`config.mk`:
```
export PLATFORM = sky130hd
export DESIGN_NAME = fpc_flash_cmd
export DESIGN_NICKNAME = d
export VERILOG_FILES = /design/src/fpc_pkg.sv /design/src/fpc_flash_cmd.sv
export SDC_FILE = /design/constraint.sdc
export NUM_CORES = 1
export LEC_CHECK = 0
export BUFFER_PORTS_ARGS = -buffer_cell sky130_fd_sc_hd__buf_2
export CAP_MARGIN = 10
export CELL_PAD_IN_SITES_DETAIL_PLACEMENT = 1
export CELL_PAD_IN_SITES_GLOBAL_PLACEMENT = 2
export CORE_UTILIZATION = 37
export DETAILED_ROUTE_END_ITERATION = 16
export HOLD_SLACK_MARGIN = 0.15
export PLACE_DENSITY = 0.86
export SETUP_SLACK_MARGIN = 0.4
export SYNTH_ARGS = -nofsm -noshare
export SYNTH_HDL_FRONTEND = slang
export SYNTH_SLANG_ARGS = --single-unit
```
`constraint.sdc`:
```
create_clock -name ref_clk -period 3 [get_ports ref_clk]
set_input_delay 0.3 -clock ref_clk [delete_from_list [all_inputs] [get_ports ref_clk]]
set_output_delay 0.3 -clock ref_clk [all_outputs]
set_load 0.005 [all_outputs]
```
`src/fpc_pkg.sv`:
```
// package for the page-size configuration, id read and soft reset command logic
// assumes a 40 MHz ref_clk that oversamples the host's spi clock
package fpc_pkg;
  // ==========================================================================
  // opcodes and sequence bytes
  localparam logic [7:0] OP_CFG0      = 8'h3d;
  localparam logic [7:0] OP_CFG1      = 8'h2a;
  localparam logic [7:0] OP_CFG2      = 8'h80;
  localparam logic [7:0] OP_CFG_BIN   = 8'ha6;
  localparam logic [7:0] OP_CFG_STD   = 8'ha7;
  localparam logic [7:0] OP_ID_READ   = 8'h9f;
  localparam logic [7:0] OP_SRST      = 8'hf0;
  localparam logic [7:0] OP_ZERO      = 8'h00;
  localparam logic [7:0] OP_STATUS    = 8'hd7;
  // ==========================================================================
  // id layout
  localparam logic [7:0] EDI_LEN      = 8'h01;
  localparam int         FAMILY_LSB   = 5;
  localparam int         REV_MSB      = 4;
  localparam logic [2:0] RESERVED_UPPER = 3'h0;
  localparam int         ID_BYTES     = 5;
  // ==========================================================================
  // page sizes and reset values
  localparam logic [8:0] PAGE_BIN     = 9'h100;
  localparam logic [8:0] PAGE_STD     = 9'h108;
  localparam logic       CFG_BIN_RST  = 1'b0;
  // ==========================================================================
  // timing
  localparam int CLK_MHZ              = 40;
  localparam int CONFIG_PROGRAM_TIME_US = 50000;
  localparam int SOFT_RESET_TIME_US   = 35;
  localparam int CFG_CYC = CONFIG_PROGRAM_TIME_US * CLK_MHZ;
  localparam int SRST_CYC = SOFT_RESET_TIME_US * CLK_MHZ;
  // ==========================================================================
  typedef enum logic [2:0] {
    ST_CMD  = 3'h0,
    ST_SEQ  = 3'h1,
    ST_ID   = 3'h2,
    ST_STAT = 3'h3,
    ST_IGN  = 3'h4
  } fpc_state_e;
  typedef enum logic [1:0] {
    PEND_NONE = 2'h0,
    PEND_BIN  = 2'h1,
    PEND_STD  = 2'h2,
    PEND_SRST = 2'h3
  } fpc_pend_e;
endpackage

```
`src/fpc_flash_cmd.sv`:
```
// command logic: page-size configuration, id read and software reset
// assumes spi modes 0/3 from the host, pins sampled on ref_clk; the
// nonvolatile cell is modelled by the cfgBinary flop plus nvStore strap
// limitations
//   only four command families are decoded here; every other opcode
//   falls into the ignore state and waits for the next cs rise
//   the status read shows ready/busy only, repeated on every bit, so a
//   host that expects the full status byte layout sees busy in each bit
//   the pin inputs are oversampled, so sck may not toggle faster than
//   one edge per four ref_clk cycles, or edges are merged and lost
//   the id read needs a slow clock for the same reason
//
// trade-offs
//   all state lives in one packed record so that reset and hold behaviour
//   is uniform; the price is one wide register that is hard to read in
//   a waveform without the struct view
//   the program and reset timers share one down counter; a configuration
//   program started during a soft reset reloads it, and a soft reset takes over the counter
//   and ends a running configuration program with the old size in place
//
module fpc_flash_cmd
  import fpc_pkg::*;
#(
  parameter int          CFG_CYCLES  = CFG_CYC,  // config program time in cycles
  parameter int          SRST_CYCLES = SRST_CYC, // soft reset time in cycles
  parameter logic [7:0]  MFR_ID      = 8'h5a,    // arbitrary value
  parameter logic [2:0]  FAMILY_CODE = 3'h3,     // arbitrary value
  parameter logic [4:0]  DENSITY     = 5'h0a,    // arbitrary value
  parameter logic [2:0]  SUB_CODE    = 3'h0,     // arbitrary value
  parameter logic [4:0]  VARIANT     = 5'h00,    // arbitrary value
  parameter logic [4:0]  REVISION    = 5'h00     // arbitrary value
) (
  input  wire logic       ref_clk,                      // system clock
  input  wire logic       srst,                         // sync reset, high
  input  wire logic       csN,                          // chip select pin, low
  input  wire logic       sck,                          // spi clock pin
  input  wire logic       si,                           // serial data in pin
  output logic            so,                           // serial data out
  output logic            soOe,                         // output enable
  input  wire logic       nvStore,                      // stored size, 1 binary
  input  wire logic       opRunning,                    // array program/erase on
  input  wire logic       suspendSet1,                  // buffer one suspended event
  input  wire logic       suspendSet2,                  // buffer two suspended event
  input  wire logic       eraseSuspendSet,              // erase suspended event
  output logic            busy,                         // ready/busy, 1 busy
  output logic            cfgBinary,                    // 1: 256 byte pages
  output logic [8:0]      pageSize,                     // bytes per page
  output logic            abortOp,                      // stop program/erase
  output logic            buffer_one_program_suspended, // status flag
  output logic            buffer_two_program_suspended, // status flag
  output logic            erase_suspended_flag,         // status flag
  output logic            nvWrite                       // pulse: commit to cell
);
  // ==========================================================================
  // state record
  typedef struct packed {
    logic [1:0] csS;      // cs synchroniser
    logic [1:0] sckS;     // sck synchroniser
    logic [1:0] siS;      // si synchroniser
    logic       csQ;      // cs after sync, delayed
    logic       sckQ;     // sck after sync, delayed
    fpc_state_e st;       // command state
    logic [2:0] bitCnt;   // bit in byte
    logic [2:0] byteCnt;  // byte in command
    logic [7:0] shIn;     // input shifter
    logic       seqCfg;   // sequence is configuration
    fpc_pend_e  pend;     // action armed for cs rise
    logic [7:0] shOut;    // output shifter
    logic       so;       // output bit
    logic       soOe;     // drive enable
    logic       cfgBin;   // active page size
    logic       cfgNew;   // size being programmed
    logic       loaded;   // stored size fetched
    logic       cfgBusy;  // config program running
    logic       rstBusy;  // soft reset running
    logic [31:0] tmr;     // program/reset timer
    logic       nvW;      // commit pulse
    logic       ps1;      // buffer one suspended
    logic       ps2;      // buffer two suspended
    logic       es;       // erase suspended
  } fpc_s;

  fpc_s cur_r;
  fpc_s cur_nxt;

  // ==========================================================================
  // id string
  // byte at given index of the id string; index four and above gives the
  // extended byte, the caller stops the stream before it runs past it
  function automatic logic [7:0] idByte(input logic [2:0] idx);
    unique case (idx)
      3'h0:    idByte = MFR_ID;
      3'h1:    idByte = {FAMILY_CODE, DENSITY};
      3'h2:    idByte = {SUB_CODE, VARIANT};
      3'h3:    idByte = EDI_LEN;
      default: idByte = {RESERVED_UPPER, REVISION};
    endcase
  endfunction

  // ==========================================================================
  // next state
  always_comb begin
    logic       csLow;
    logic       sckRise;
    logic       sckFall;
    logic       csRise;
    logic [7:0] byteIn;
    logic       lastBit;
    logic [7:0] idCur;
    csLow   = 1'b0;
    sckRise = 1'b0;
    sckFall = 1'b0;
    csRise  = 1'b0;
    byteIn  = 8'h00;
    lastBit = 1'b0;
    idCur   = 8'h00;
    cur_nxt = cur_r;
    // ------------------------------------------------------------------------
    // pin sampling
    // every pin passes two flops before any decision reads it; the extra
    // delayed copy of cs and sck gives the edge detectors their old value
    // only stage two is read, stage one feeds it alone
    cur_nxt.csS  = {cur_r.csS[0], csN};
    cur_nxt.sckS = {cur_r.sckS[0], sck};
    cur_nxt.siS  = {cur_r.siS[0], si};
    cur_nxt.csQ  = cur_r.csS[1];
    cur_nxt.sckQ = cur_r.sckS[1];
    csLow   = ~cur_r.csS[1];
    sckRise = csLow & cur_r.sckS[1] & ~cur_r.sckQ;
    sckFall = csLow & ~cur_r.sckS[1] & cur_r.sckQ;
    csRise  = cur_r.csS[1] & ~cur_r.csQ;
    byteIn  = {cur_r.shIn[6:0], cur_r.siS[1]};
    lastBit = (cur_r.bitCnt == 3'h7);
    idCur   = idByte(cur_r.byteCnt - 3'h1);
    // commit pulse lasts exactly one cycle
    cur_nxt.nvW = 1'b0;
    // stored size fetched once after reset, then held here
    if (!cur_r.loaded) begin
      cur_nxt.cfgBin = nvStore;
      cur_nxt.loaded = 1'b1;
    end
    // suspend flags: hardware set, reset clears; set wins over a soft reset
    if (suspendSet1) cur_nxt.ps1 = 1'b1;
    if (suspendSet2) cur_nxt.ps2 = 1'b1;
    if (eraseSuspendSet) cur_nxt.es = 1'b1;
    // ------------------------------------------------------------------------
    // timed program and reset cycles
    // the counter is loaded with the length minus one, so busy stands for
    // exactly the configured number of cycles; the new size is taken over
    // in the cycle in which busy falls, never earlier
    if (cur_r.cfgBusy || cur_r.rstBusy) begin
      if (cur_r.tmr == 32'h0) begin
        if (cur_r.cfgBusy) begin
          cur_nxt.cfgBin = cur_r.cfgNew;
          cur_nxt.nvW    = 1'b1;
        end
        cur_nxt.cfgBusy = 1'b0;
        cur_nxt.rstBusy = 1'b0;
      end else begin
        cur_nxt.tmr = cur_r.tmr - 32'h1;
      end
    end
    // ------------------------------------------------------------------------
    // serial input on rising sck
    // the byte counter saturates so that a long frame cannot wrap back
    // onto the sequence positions and fire a command a second time
    if (sckRise) begin
      cur_nxt.shIn   = byteIn;
      cur_nxt.bitCnt = cur_r.bitCnt + 3'h1;
      if (lastBit) begin
        if (cur_r.byteCnt != 3'h7) cur_nxt.byteCnt = cur_r.byteCnt + 3'h1;
        unique case (cur_r.st)
          ST_CMD: begin
            if (byteIn == OP_CFG0 && !cur_r.cfgBusy) begin
              cur_nxt.st = ST_SEQ;
              cur_nxt.seqCfg = 1'b1;
            end else if (byteIn == OP_SRST) begin
              cur_nxt.st = ST_SEQ;
              cur_nxt.seqCfg = 1'b0;
            end else if (byteIn == OP_ID_READ && !cur_r.cfgBusy) begin
              cur_nxt.st = ST_ID;
            end else if (byteIn == OP_STATUS) begin
              cur_nxt.st = ST_STAT;
            end else begin
              cur_nxt.st = ST_IGN;
            end
          end
          ST_SEQ: begin
            if (cur_r.seqCfg) begin
              if (cur_r.byteCnt == 3'h1 && byteIn == OP_CFG1) begin
                cur_nxt.st = ST_SEQ;
              end else if (cur_r.byteCnt == 3'h2 && byteIn == OP_CFG2) begin
                cur_nxt.st = ST_SEQ;
              end else if (cur_r.byteCnt == 3'h3 && byteIn == OP_CFG_BIN) begin
                cur_nxt.pend = PEND_BIN;
                cur_nxt.st = ST_IGN;
              end else if (cur_r.byteCnt == 3'h3 && byteIn == OP_CFG_STD) begin
                cur_nxt.pend = PEND_STD;
                cur_nxt.st = ST_IGN;
              end else begin
                cur_nxt.st = ST_IGN;
              end
            end else if (byteIn != OP_ZERO) begin
              cur_nxt.st = ST_IGN;
            end else if (cur_r.byteCnt == 3'h3) begin
              cur_nxt.pend = PEND_SRST;
              cur_nxt.st = ST_IGN;
            end
          end
          default: begin
          end
        endcase
      end else if (cur_r.st == ST_IGN && cur_r.pend == PEND_SRST) begin
        cur_nxt.pend = PEND_SRST;
      end
      // a later bit after a soft reset sequence is still not a boundary
    end
    // ------------------------------------------------------------------------
    // serial output changes on falling sck
    // a new byte is loaded at bit zero of each of the five id bytes after the opcode; the
    // host samples on the rising edge, half a period later
    if (sckFall && cur_r.st == ST_ID) begin
      if (cur_r.bitCnt == 3'h0) begin
        if (cur_r.byteCnt <= 3'(ID_BYTES)) begin
          cur_nxt.so    = idCur[7];
          cur_nxt.shOut = {idCur[6:0], 1'b0};
          cur_nxt.soOe  = 1'b1;
        end else begin
          cur_nxt.soOe  = 1'b0;
        end
      end else begin
        cur_nxt.so    = cur_r.shOut[7];
        cur_nxt.shOut = {cur_r.shOut[6:0], 1'b0};
      end
    end
    // status read: busy from our own timers or from the array engine
    if (sckFall && cur_r.st == ST_STAT) begin
      cur_nxt.so   = cur_r.cfgBusy | cur_r.rstBusy | opRunning;
      cur_nxt.soOe = 1'b1;
    end
    // ------------------------------------------------------------------------
    // cs rise ends the frame and fires an armed action
    // the armed action is dropped when cs rises off a byte boundary, so a
    // cut frame never starts a program or a reset
    if (csRise) begin
      cur_nxt.soOe    = 1'b0;
      cur_nxt.st      = ST_CMD;
      cur_nxt.bitCnt  = 3'h0;
      cur_nxt.byteCnt = 3'h0;
      cur_nxt.pend    = PEND_NONE;
      if (cur_r.bitCnt == 3'h0) begin
        unique case (cur_r.pend)
          PEND_BIN, PEND_STD: begin
            cur_nxt.cfgNew  = (cur_r.pend == PEND_BIN);
            cur_nxt.cfgBusy = 1'b1;
            cur_nxt.tmr     = 32'(CFG_CYCLES - 1);
          end
          PEND_SRST: begin
            // page size stays as it is
            cur_nxt.cfgBusy = 1'b0;
            cur_nxt.rstBusy = 1'b1;
            cur_nxt.tmr     = 32'(SRST_CYCLES - 1);
            cur_nxt.ps1     = suspendSet1;
            cur_nxt.ps2     = suspendSet2;
            cur_nxt.es      = eraseSuspendSet;
          end
          default: begin
          end
        endcase
      end
    end
    // ------------------------------------------------------------------------
    // synchronous reset wins over everything; cs and its delayed copy come
    // up high so that no false cs edge follows reset
    if (srst) begin
      cur_nxt = '0;
      cur_nxt.csS = 2'h3;
      cur_nxt.csQ = 1'b1;
      cur_nxt.st = ST_CMD;
      cur_nxt.pend = PEND_NONE;
      cur_nxt.cfgBin = CFG_BIN_RST;
    end
  end

  // ==========================================================================
  // one register for all state
  // no reset branch here: reset values are chosen in the next-state logic
  always_ff @(posedge ref_clk) begin
    cur_r <= cur_nxt;
  end

  // ==========================================================================
  // outputs; abort lasts the reset time unless a config program reloads the timer, page data then undefined
  // busy is combinational from registers so it has no extra cycle of lag
  // behind the timer; page size follows the active size flag directly
  assign so        = cur_r.so;
  assign soOe      = cur_r.soOe;
  assign busy      = cur_r.cfgBusy | cur_r.rstBusy;
  assign cfgBinary = cur_r.cfgBin;
  assign pageSize  = cur_r.cfgBin ? PAGE_BIN : PAGE_STD;
  assign abortOp   = cur_r.rstBusy;
  assign buffer_one_program_suspended = cur_r.ps1;
  assign buffer_two_program_suspended = cur_r.ps2;
  assign erase_suspended_flag         = cur_r.es;
  assign nvWrite   = cur_r.nvW;
endmodule

```
==> flow_metrics.env, run 1 <==
export IMPL_status="finished clean"
export IMPL_r2r_setup_slack_ps=400
export IMPL_start_util_pct=38.2
export IMPL_synth_commonest_cells="dfxtp_1, nand2_1, a21oi_1, nor2_1, inv_1"
export IMPL_rsz0062_at_grt="yes"
export IMPL_vdd_drop_max_mv=0.193
export IMPL_fillers=1249
export IMPL_area_delta_synth_final_pct=14.3
export IMPL_synthesis_area_um2=3940
export IMPL_p_comb_share_pct=3.4
export IMPL_whs_path_depth=3
export IMPL_gp_congestion=0.783
export IMPL_worstRegToRegCells=7
export IMPL_sequentialPowerShare_pct=57.6
export IMPL_synth_top_area_share_pct=39.1
export IMPL_synth_area_leaders="dfxtp_1, a21oi_1, ha_1, nand2_1, nor2_1"
export IMPL_drtIter0Drc=75
export IMPL_drv_slew=0
export IMPL_dp_hpwl_um=7470
export IMPL_async_reset_ff_share_pct=0
export IMPL_num_antenna_cells=0
export IMPL_path_class="flop to flop"
export IMPL_grt_util_all_layers_pct=19.9
export IMPL_period_share_pct=86.7
export IMPL_post_drt_wl_per_cell_um=16.6
export IMPL_via_per_inst=5.62
export IMPL_worstReg2RegEnd="cur_r[25]$_SDFF_PP0_"
export IMPL_path_buf_inv=2
export IMPL_yosysTopAreaCell="dfxtp_1"
export IMPL_cts_tree="done"
export IMPL_grt_max_degree=40
export IMPL_start_kind="flop"
export IMPL_syn_area_per_cell_um2=8.37
export IMPL_clk_path_buf_depth=2
export IMPL_crit_path_cell_trace="or4_4 -> or3_4 -> or4_4 -> buf_6 -> buf_4 -> o31ai_2 -> a21oi_1"
export IMPL_synthDistinctLibCells=59
export IMPL_synth_edf_count=0
export IMPL_numCtsBuffers=9
export IMPL_postSynthCellCount=471
export IMPL_drive_gt1_share_pct=16.3
export IMPL_crit_required_ps=3250
export IMPL_multi_input_area_um2=2240
export IMPL_maxCapViolations=0
export IMPL_min_path_type="primary input to flop"
export IMPL_ys_ff_latch=77
export IMPL_critPathArrivalTime_ps=2850
export IMPL_p_clk_share_pct=39.1
export IMPL_drc=0
export IMPL_holdPathEnd="erase_suspended_flag$_SDFF_PP0_"
export IMPL_coreArea_um2=10300
export IMPL_rr_startpoint="cur_r[7]$_SDFF_PP0_"
export IMPL_setup_tns_ps=0
export IMPL_grt_pass1_vias=3623
export IMPL_crit_top_cell="or4_4"
export IMPL_overflow=0
export IMPL_switching_share_pct=24.0
export IMPL_clkLatencyLatePin_ps=370
export IMPL_synth_flop_cell="dfxtp_1"
export IMPL_critPathMaxFanout=6
export IMPL_cpMaxStageDelayCell="or4_4"
export IMPL_die_x_um=105
export IMPL_antenna_found_initial=0
export IMPL_switching_power_uw=431
export IMPL_skew_ps=17.6
export IMPL_clk_pin_slew_ps=90
export IMPL_cts_sinks=77
export IMPL_num_nets_final=530
export IMPL_slew_headroom_pct=35.6
export IMPL_fin_crit_ps=2600
export IMPL_crit_family="simple AND/OR/NAND/NOR gates"
export IMPL_dp_worst_setup_slack_ps=478
export IMPL_hold_violations=0
export IMPL_seq_area_um2=1550
export IMPL_grt_pass1_wl_um=17400
export IMPL_seq_area_frac_synth_pct=39.1
export IMPL_h_tree_depth=3
export IMPL_cp_end_kind="flop"
export IMPL_portBuffers=19
export IMPL_post_synth_top_count_cell="dfxtp_1"
export IMPL_cts_root_buf="clkbuf_8"
export IMPL_wl_um=10700
export IMPL_cpPeakStageDelay_ps=580
export IMPL_worst_slack_ps=399
export IMPL_dieArea_um2=11100
export IMPL_dr_pass1_iters=4
export IMPL_via_count=3618
export IMPL_setup_viol=0
export IMPL_p_leak_uw=0.00171
export IMPL_ys_warn_count=0
export IMPL_worstMarginPinSlew_ps=956
export IMPL_ios=28
export IMPL_std_cell_rows=37
export IMPL_die_h_um=105
export IMPL_fmax_mhz=385
export IMPL_p_int_uw=1370
export IMPL_power_density_nw_per_um2=399
export IMPL_hold_start="eraseSuspendSet"
export IMPL_ant_nets=0
[flip-flops by register name, indices dropped and copies added (netlist names)]
signal                        count
so                                1
buffer_two_program_suspended      1
nvWrite                           1
cfgBinary                         1
abortOp                           1
buffer_one_program_suspended      1
erase_suspended_flag              1
cur_r                            69
soOe                              1
[stage by stage]
step                total power (µW)  cell area [µm²]  instances  hold slack, ps  util, %
global route                    1870             4510        644             157     43.7
global placement                1110             4180        616             393     40.5
floorplan                       1100             3970        477             389        -
detailed placement              1120             4180        616             407     40.5
finish                          1800             4510        644             159     43.7
CTS                             1820             4390        636             150     42.5
[worst max-delay path by stage]
stage                                    from              endpoint  slack, ps  depth (start not counted)
after global placement    cur_r[8]$_SDFF_PP0_  cur_r[33]$_SDFF_PP0_        510                          5
after detailed placement  cur_r[8]$_SDFF_PP0_  cur_r[33]$_SDFF_PP0_        480                          5
after CTS                 cur_r[8]$_SDFF_PP0_  cur_r[33]$_SDFF_PP0_        450                          5
after global routing      cur_r[7]$_SDFF_PP0_  cur_r[25]$_SDFF_PP0_        320                          7
after floorplan           cur_r[8]$_SDFF_PP0_  cur_r[31]$_SDFF_PP0_        600                          6
final                     cur_r[7]$_SDFF_PP0_  cur_r[25]$_SDFF_PP0_        400                          7
[cell families after synthesis]
| kind of cell | after synthesis | synth area share (%) |
|---|---|---|
| flip-flops | 77 | 39.1 |
| multiplexers | 7 | 1.78 |
| XOR/XNOR | 8 | 1.78 |
| buffers and inverters | 49 | 5.74 |
| AO/OA/AOI/OAI | 107 | 17.2 |
| AND/OR/NAND/NOR | 205 | 29.1 |
| other | 2 | 0.190 |
| adder cells (fa/ha/maj) | 16 | 5.08 |
[repair_timing]
item | 4_1_cts | 5_1_grt
endpoints found under the setup margin | 0 | 5
buffers inserted | 0 | 8
resized for setup | 0 | 16
hold buffers | 5 | 0
endpoints found under the hold margin | 5 | 0
[layout make-up]
class / count / share of cell area, %
clock buffer: 10 / 3.05
clock inverter: 5 / 0.611
inverter: 20 / 1.67
multi-input combinational: 351 / 49.7
sequential: 77 / 34.4
tap: 136 / 3.78
timing repair buffer: 45 / 6.80
[tightest hold or removal path, stage by stage]
cell,delay (ps)
buf_2,80
a21oi_1,30
nor2_1,70
[metal layers]
metal	up-vias	part of all wire [%]	track usage [%]
li1	1766	-	-
met1	1805	44	23.5
met2	35	52	35.7
met3	12	2.1	3.71
met4	0	1.4	7.34
met5	-	0	0
[power groups by stage]
stage	logic [µW]	registers (µW)	clock network, µW
2_1_floorplan	39.2	1060	0
3_3_place_gp	54.6	1060	0
3_5_place_dp	56.2	1060	0
4_1_cts	61.2	1040	728
5_1_grt	67.5	1030	771
6_report	60.9	1030	701
[cells in the final DEF, fill, tap and decap left out, drive strengths merged, types with 8 or more instances in the layout]
| cell type | netlist | layout |
|---|---|---|
| nand2 | 48 | 48 |
| or3 | 11 | 11 |
| inv | 20 | 20 |
| nor4 | 8 | 8 |
| dfxtp | 77 | 77 |
| clkbuf | 15 | 10 |
| ha | 16 | 16 |
| nand3 | 10 | 10 |
| nor2 | 38 | 38 |
| buf | 14 | 40 |
| o21ai | 12 | 12 |
| or4 | 18 | 18 |
| conb | 2 | 8 |
| o31ai | 14 | 14 |
| a31oi | 10 | 10 |
| a21oi | 42 | 42 |
| or2 | 10 | 10 |
| nor3 | 12 | 12 |
(Power assumes the default switching activity.)
==> inputs of run 2 (changes only) <==
--- a/config.mk
+++ b/config.mk
@@ -13,6 +13,7 @@
 export DETAILED_ROUTE_END_ITERATION = 16
 export HOLD_SLACK_MARGIN = 0.15
 export PLACE_DENSITY = 0.86
+export REMOVE_ABC_BUFFERS = 1
 export SETUP_SLACK_MARGIN = 0.4
 export SYNTH_ARGS = -nofsm -noshare
 export SYNTH_HDL_FRONTEND = slang
==> flow_metrics.env, run 2 (same netlist as run 1, synthesis figures left out) <==
export IMPL_status="finished clean"
export IMPL_crit_family="simple AND/OR/NAND/NOR gates"
export IMPL_busiest_layer="met2"
export IMPL_critPathArrivalTime_ps=2900
export IMPL_h_tree_depth=3
export IMPL_die_h_um=105
export IMPL_critPathMaxFanout=6
export IMPL_antenna_found_initial=0
export IMPL_path_depth=5
export IMPL_start_kind="flop"
export IMPL_numCtsBuffers=9
export IMPL_use_met3_pct=3.34
export IMPL_min_path_type="primary input to flop"
export IMPL_coreArea_um2=10300
export IMPL_drtIter0Drc=178
export IMPL_dieArea_um2=11100
export IMPL_portBuffers=19
export IMPL_period_share_pct=86.7
export IMPL_post_drt_wl_per_cell_um=16.6
export IMPL_crit_path_cell_trace="or4_4 -> or3_4 -> or4_4 -> nor4b_1 -> mux2i_1"
export IMPL_fin_crit_ps=2600
export IMPL_path_buf_inv=0
export IMPL_cts_tree="done"
export IMPL_hold_violations=0
export IMPL_grt_met1_usage_pct=26.6
export IMPL_vdd_drop_max_mv=0.324
export IMPL_drc=0
export IMPL_ios=28
export IMPL_hold_ws_ps=185
export IMPL_grt_pass1_vias=3510
export IMPL_num_nets_final=525
export IMPL_ant_nets=0
export IMPL_largest_register_ffs=69
export IMPL_layout_commonest_cell="dfxtp_1"
export IMPL_std_cell_rows=37
export IMPL_die_x_um=105
export IMPL_cpPeakStageDelay_ps=580
export IMPL_via_per_inst=5.59
export IMPL_slew_headroom_pct=50.1
export IMPL_clk_path_buf_depth=2
export IMPL_whs_path_depth=2
export IMPL_setup_viol=0
export IMPL_via_count=3572
export IMPL_design_area_um2=4530
export IMPL_drv_slew=0
export IMPL_grtUsageMet2_pct=32.6
export IMPL_grt_pass1_wl_um=17500
export IMPL_wl_um=10600
export IMPL_cp_end_kind="flop"
export IMPL_fmax_mhz=384
export IMPL_start_util_pct=38.2
export IMPL_path_class="flop to flop"
export IMPL_worstRegToRegCells=5
export IMPL_grt_util_all_layers_pct=19.9
export IMPL_num_antenna_cells=0
export IMPL_power_density_nw_per_um2=460
export IMPL_p_leak_uw=0.00172
export IMPL_clkLatencyLatePin_ps=360
export IMPL_drive_gt1_share_pct=15.3
export IMPL_gp_congestion=0.817
export IMPL_area_delta_synth_final_pct=15.0
export IMPL_worstMarginPinSlew_ps=741
export IMPL_setup_tns_ps=0
export IMPL_place_area_um2=4180
export IMPL_overflow=0
export IMPL_rsz0062_at_grt="no"
export IMPL_cpMaxStageDelayCell="or4_4"
export IMPL_clk_pin_slew_ps=80
export IMPL_maxCapViolations=0
export IMPL_crit_top_cell="or4_4"
export IMPL_top_register="cur_r"
export IMPL_cts_root_buf="clkbuf_8"
export IMPL_dr_pass1_iters=4
export IMPL_power_total_uw=2090
export IMPL_dp_hpwl_um=7350
export IMPL_layout_common_cells="dfxtp_1, nand2_1, a21oi_1, nor2_1, inv_1"
export IMPL_crit_required_ps=3290
export IMPL_grt_max_degree=40
export IMPL_skew_ps=14.2
export IMPL_cts_sinks=77
## run 2: cell count changes in the layout (fill, tap and decap cells not counted), sizes merged
cell	previous run	this run
buf	40	34
bufinv	0	3
clkinv	4	1
clkbuf	10	11
clkinvlp	1	0
or4	18	19
## run 2: power breakdown
part / switching (µW) / total (µW) / internal (µW) / leakage [µW]
sequential: 5.65 / 1030 / 1030 / 0.000624
combinational: 36.9 / 61.4 / 24.5 / 0.000972
clock: 398 / 991 / 593 / 0.000125
total: 441 / 2090 / 1650 / 0.00172
## run 2: metal layers
metal,up-vias,wire [µm]
met5,-,0
met4,0,107
met3,10,410
met2,64,4880
met1,1746,5240
li1,1752,-
## run 2: repair_timing
action                                  CTS  global route
resized for setup                         0            11
hold buffers                              5             0
setup buffers                             0             2
hold endpoints to repair                  5             0
endpoints found under the setup margin    0             3
## run 2: worst paths after layout
kind,startpoint,slack [ps],to
min,sck,180,cur_r[75]$_SDFF_PP0_
min reg2reg,cur_r[77]$_SDFF_PP1_,420,cur_r[78]$_SDFF_PP1_
max reg2reg,cur_r[7]$_SDFF_PP0_,400,cur_r[35]$_SDFF_PP0_
max,cur_r[7]$_SDFF_PP0_,400,cur_r[35]$_SDFF_PP0_
## run 2: final cells by class
class,count,area [µm²]
Tap cell,136,170
Fill cell,1228,5790
Sequential cell,77,1550
Multi-Input combinational cell,352,2240
Clock buffer,11,151
Clock inverter,4,95.1
Inverter,20,75.1
Timing Repair Buffer,39,258
## run 2: metrics by stage
step,util (%),setup slack (ps),instances
2_1_floorplan,-,573,448
3_3_place_gp,40.5,493,616
3_5_place_dp,40.5,457,616
4_1_cts,43.3,445,636
5_1_grt,43.9,357,639
6_report,43.9,398,639
## run 2: worst reg2reg max path, cell delays in order, from the launching register on
cell     delay, ps
dfxtp_4        370
or4_4          530
or3_4          400
or4_4          590
nor4b_1        420
mux2i_1        240
==> inputs of run 3 (changes only) <==
--- a/config.mk
+++ b/config.mk
@@ -13,6 +13,7 @@
 export DETAILED_ROUTE_END_ITERATION = 16
 export HOLD_SLACK_MARGIN = 0.15
 export PLACE_DENSITY = 0.86
+export RECOVER_POWER = 25
 export REMOVE_ABC_BUFFERS = 1
 export SETUP_SLACK_MARGIN = 0.4
 export SYNTH_ARGS = -nofsm -noshare
==> flow_metrics.env, run 3 (same netlist as run 1, synthesis figures left out) <==
export IMPL_status="finished with violations"
export IMPL_failed_checks="capacitance limit, slew limit"
export IMPL_period_share_pct=86.7
export IMPL_via_per_inst=5.59
export IMPL_layout_cells_non_filler=639
export IMPL_highest_layer="met4"
export IMPL_largest_register_ffs=69
export IMPL_fmax_mhz=384
export IMPL_post_drt_wl_per_cell_um=16.6
export IMPL_wl_met1_um=5220
export IMPL_path_class="flop to flop"
export IMPL_fillers=1234
export IMPL_drv_slew=40
export IMPL_overflow=0
export IMPL_numCtsBuffers=9
export IMPL_wl_um=10600
export IMPL_dp_hpwl_um=7350
export IMPL_start_util_pct=38.2
export IMPL_rr_startpoint="cur_r[7]$_SDFF_PP0_"
export IMPL_min_path_type="primary input to flop"
export IMPL_layout_common_cells="dfxtp_1, nand2_1, a21oi_1, nor2_1, inv_1"
export IMPL_dp_cells=616
export IMPL_fin_crit_ps=2600
export IMPL_dr_pass1_iters=4
export IMPL_start_kind="flop"
export IMPL_clk_pin_slew_ps=80
export IMPL_slew_headroom_pct=-17.3
export IMPL_clk_path_buf_depth=2
export IMPL_grt_pass1_vias=3510
export IMPL_setup_tns_ps=0
export IMPL_wl_met3_um=424
export IMPL_vdd_drop_max_mv=0.323
export IMPL_hold_violations=0
export IMPL_holdPathEnd="cur_r[75]$_SDFF_PP0_"
export IMPL_crit_top_cell="or4_4"
export IMPL_drtIter0Drc=155
export IMPL_grt_pass1_wl_um=17500
export IMPL_cpMaxStageDelayCell="or4_4"
export IMPL_crit_path_cell_trace="or4_4 -> or3_4 -> or4_4 -> nor4b_1 -> mux2i_1"
export IMPL_h_tree_depth=3
export IMPL_power_density_nw_per_um2=461
export IMPL_post_route_util_pct=43.8
export IMPL_path_buf_inv=0
export IMPL_p_leak_uw=0.00170
export IMPL_drive_gt1_share_pct=13.9
export IMPL_std_cell_rows=37
export IMPL_die_x_um=105
export IMPL_critPathArrivalTime_ps=2890
export IMPL_gp_congestion=0.817
export IMPL_dieArea_um2=11100
export IMPL_power_total_uw=2080
export IMPL_whs_path_depth=2
export IMPL_skew_ps=14.8
export IMPL_ant_nets=0
export IMPL_worstReg2RegEnd="cur_r[35]$_SDFF_PP0_"
export IMPL_via_count=3573
export IMPL_grt_util_all_layers_pct=19.9
export IMPL_crit_family="simple AND/OR/NAND/NOR gates"
export IMPL_drc=0
export IMPL_worstMarginPinSlew_ps=1760
export IMPL_coreArea_um2=10300
export IMPL_setup_viol=0
export IMPL_rsz0062_at_grt="no"
export IMPL_antenna_found_initial=0
export IMPL_area_delta_synth_final_pct=14.7
export IMPL_layout_commonest_cell="dfxtp_1"
export IMPL_die_h_um=105
export IMPL_worstRegToRegCells=5
export IMPL_clkLatencyLatePin_ps=360
export IMPL_r2r_setup_slack_ps=400
export IMPL_crit_required_ps=3290
export IMPL_num_antenna_cells=0
export IMPL_cts_sinks=77
export IMPL_top_register="cur_r"
export IMPL_met2WireLength_um=4910
export IMPL_cpPeakStageDelay_ps=580
export IMPL_grt_max_degree=40
export IMPL_cts_tree="done"
export IMPL_cp_end_kind="flop"
export IMPL_critPathMaxFanout=6
export IMPL_maxCapViolations=1
export IMPL_num_nets_final=525
export IMPL_hold_start="sck"
export IMPL_ios=28
export IMPL_portBuffers=19
export IMPL_cts_root_buf="clkbuf_8"
-- run 3: cell types whose count changed in the layout (fill, tap and decap cells not counted) --
cell and change:
buf_2 -6, buf_4 -1, clkbuf_1 +7
-- run 3: worst reg2reg max path, stage by stage, from the launching register on --
cell and delay, ps:
dfxtp_4 370, or4_4 530, or3_4 400, or4_4 580
nor4b_1 420, mux2i_1 240
-- run 3: worst max-delay path by stage --
stage	startpoint	endpoint	depth (start not counted)	slack, ps
6_report	cur_r[7]$_SDFF_PP0_	cur_r[35]$_SDFF_PP0_	5	400
5_1_grt	cur_r[7]$_SDFF_PP0_	cur_r[35]$_SDFF_PP0_	5	360
4_1_cts	cur_r[8]$_SDFF_PP0_	cur_r[33]$_SDFF_PP0_	5	440
3_5_place_dp	cur_r[8]$_SDFF_PP0_	cur_r[33]$_SDFF_PP0_	5	460
3_3_place_gp	cur_r[8]$_SDFF_PP0_	cur_r[33]$_SDFF_PP0_	5	490
2_1_floorplan	cur_r[13]$_SDFF_PP0_	cfgBinary$_SDFF_PP0_	5	570
-- run 3: layout make-up --
| class | count | area [µm²] | area share, % |
|---|---|---|---|
| Inverter | 20 | 75.1 | 1.66 |
| Timing Repair Buffer | 39 | 246 | 5.45 |
| Multi-Input combinational cell | 352 | 2240 | 49.5 |
| Sequential cell | 77 | 1550 | 34.2 |
| Clock buffer | 11 | 151 | 3.35 |
| Clock inverter | 4 | 95.1 | 2.10 |
| Tap cell | 136 | 170 | 3.76 |
-- run 3: routing by layer --
layer / up-vias / GRT usage (%)
li1: 1754 / -
met5: - / 0
met1: 1743 / 26.6
met4: 0 / 6.24
met3: 8 / 3.34
met2: 68 / 32.6
-- run 3: timing repair --
action	in CTS	in global routing
setup buffers	0	2
hold buffers	5	0
endpoints found under the hold margin	5	0
resized for setup	0	11
setup endpoints to repair	0	3
-- run 3: where the power goes --
part	internal, µW	total [µW]	leakage (µW)	switching, µW
combinational	23.4	60.3	0.000948	36.9
sequential	1030	1030	0.000624	5.79
clock	593	990	0.000125	397
total	1650	2080	0.00170	440
-- run 3: stage by stage --
step	hold slack [ps]	cell area [µm²]	setup WS (ps)
floorplan	369	3810	573
global placement	404	4180	493
finish	188	4520	399
global route	183	4520	357
detailed placement	408	4180	457
CTS	166	4470	445
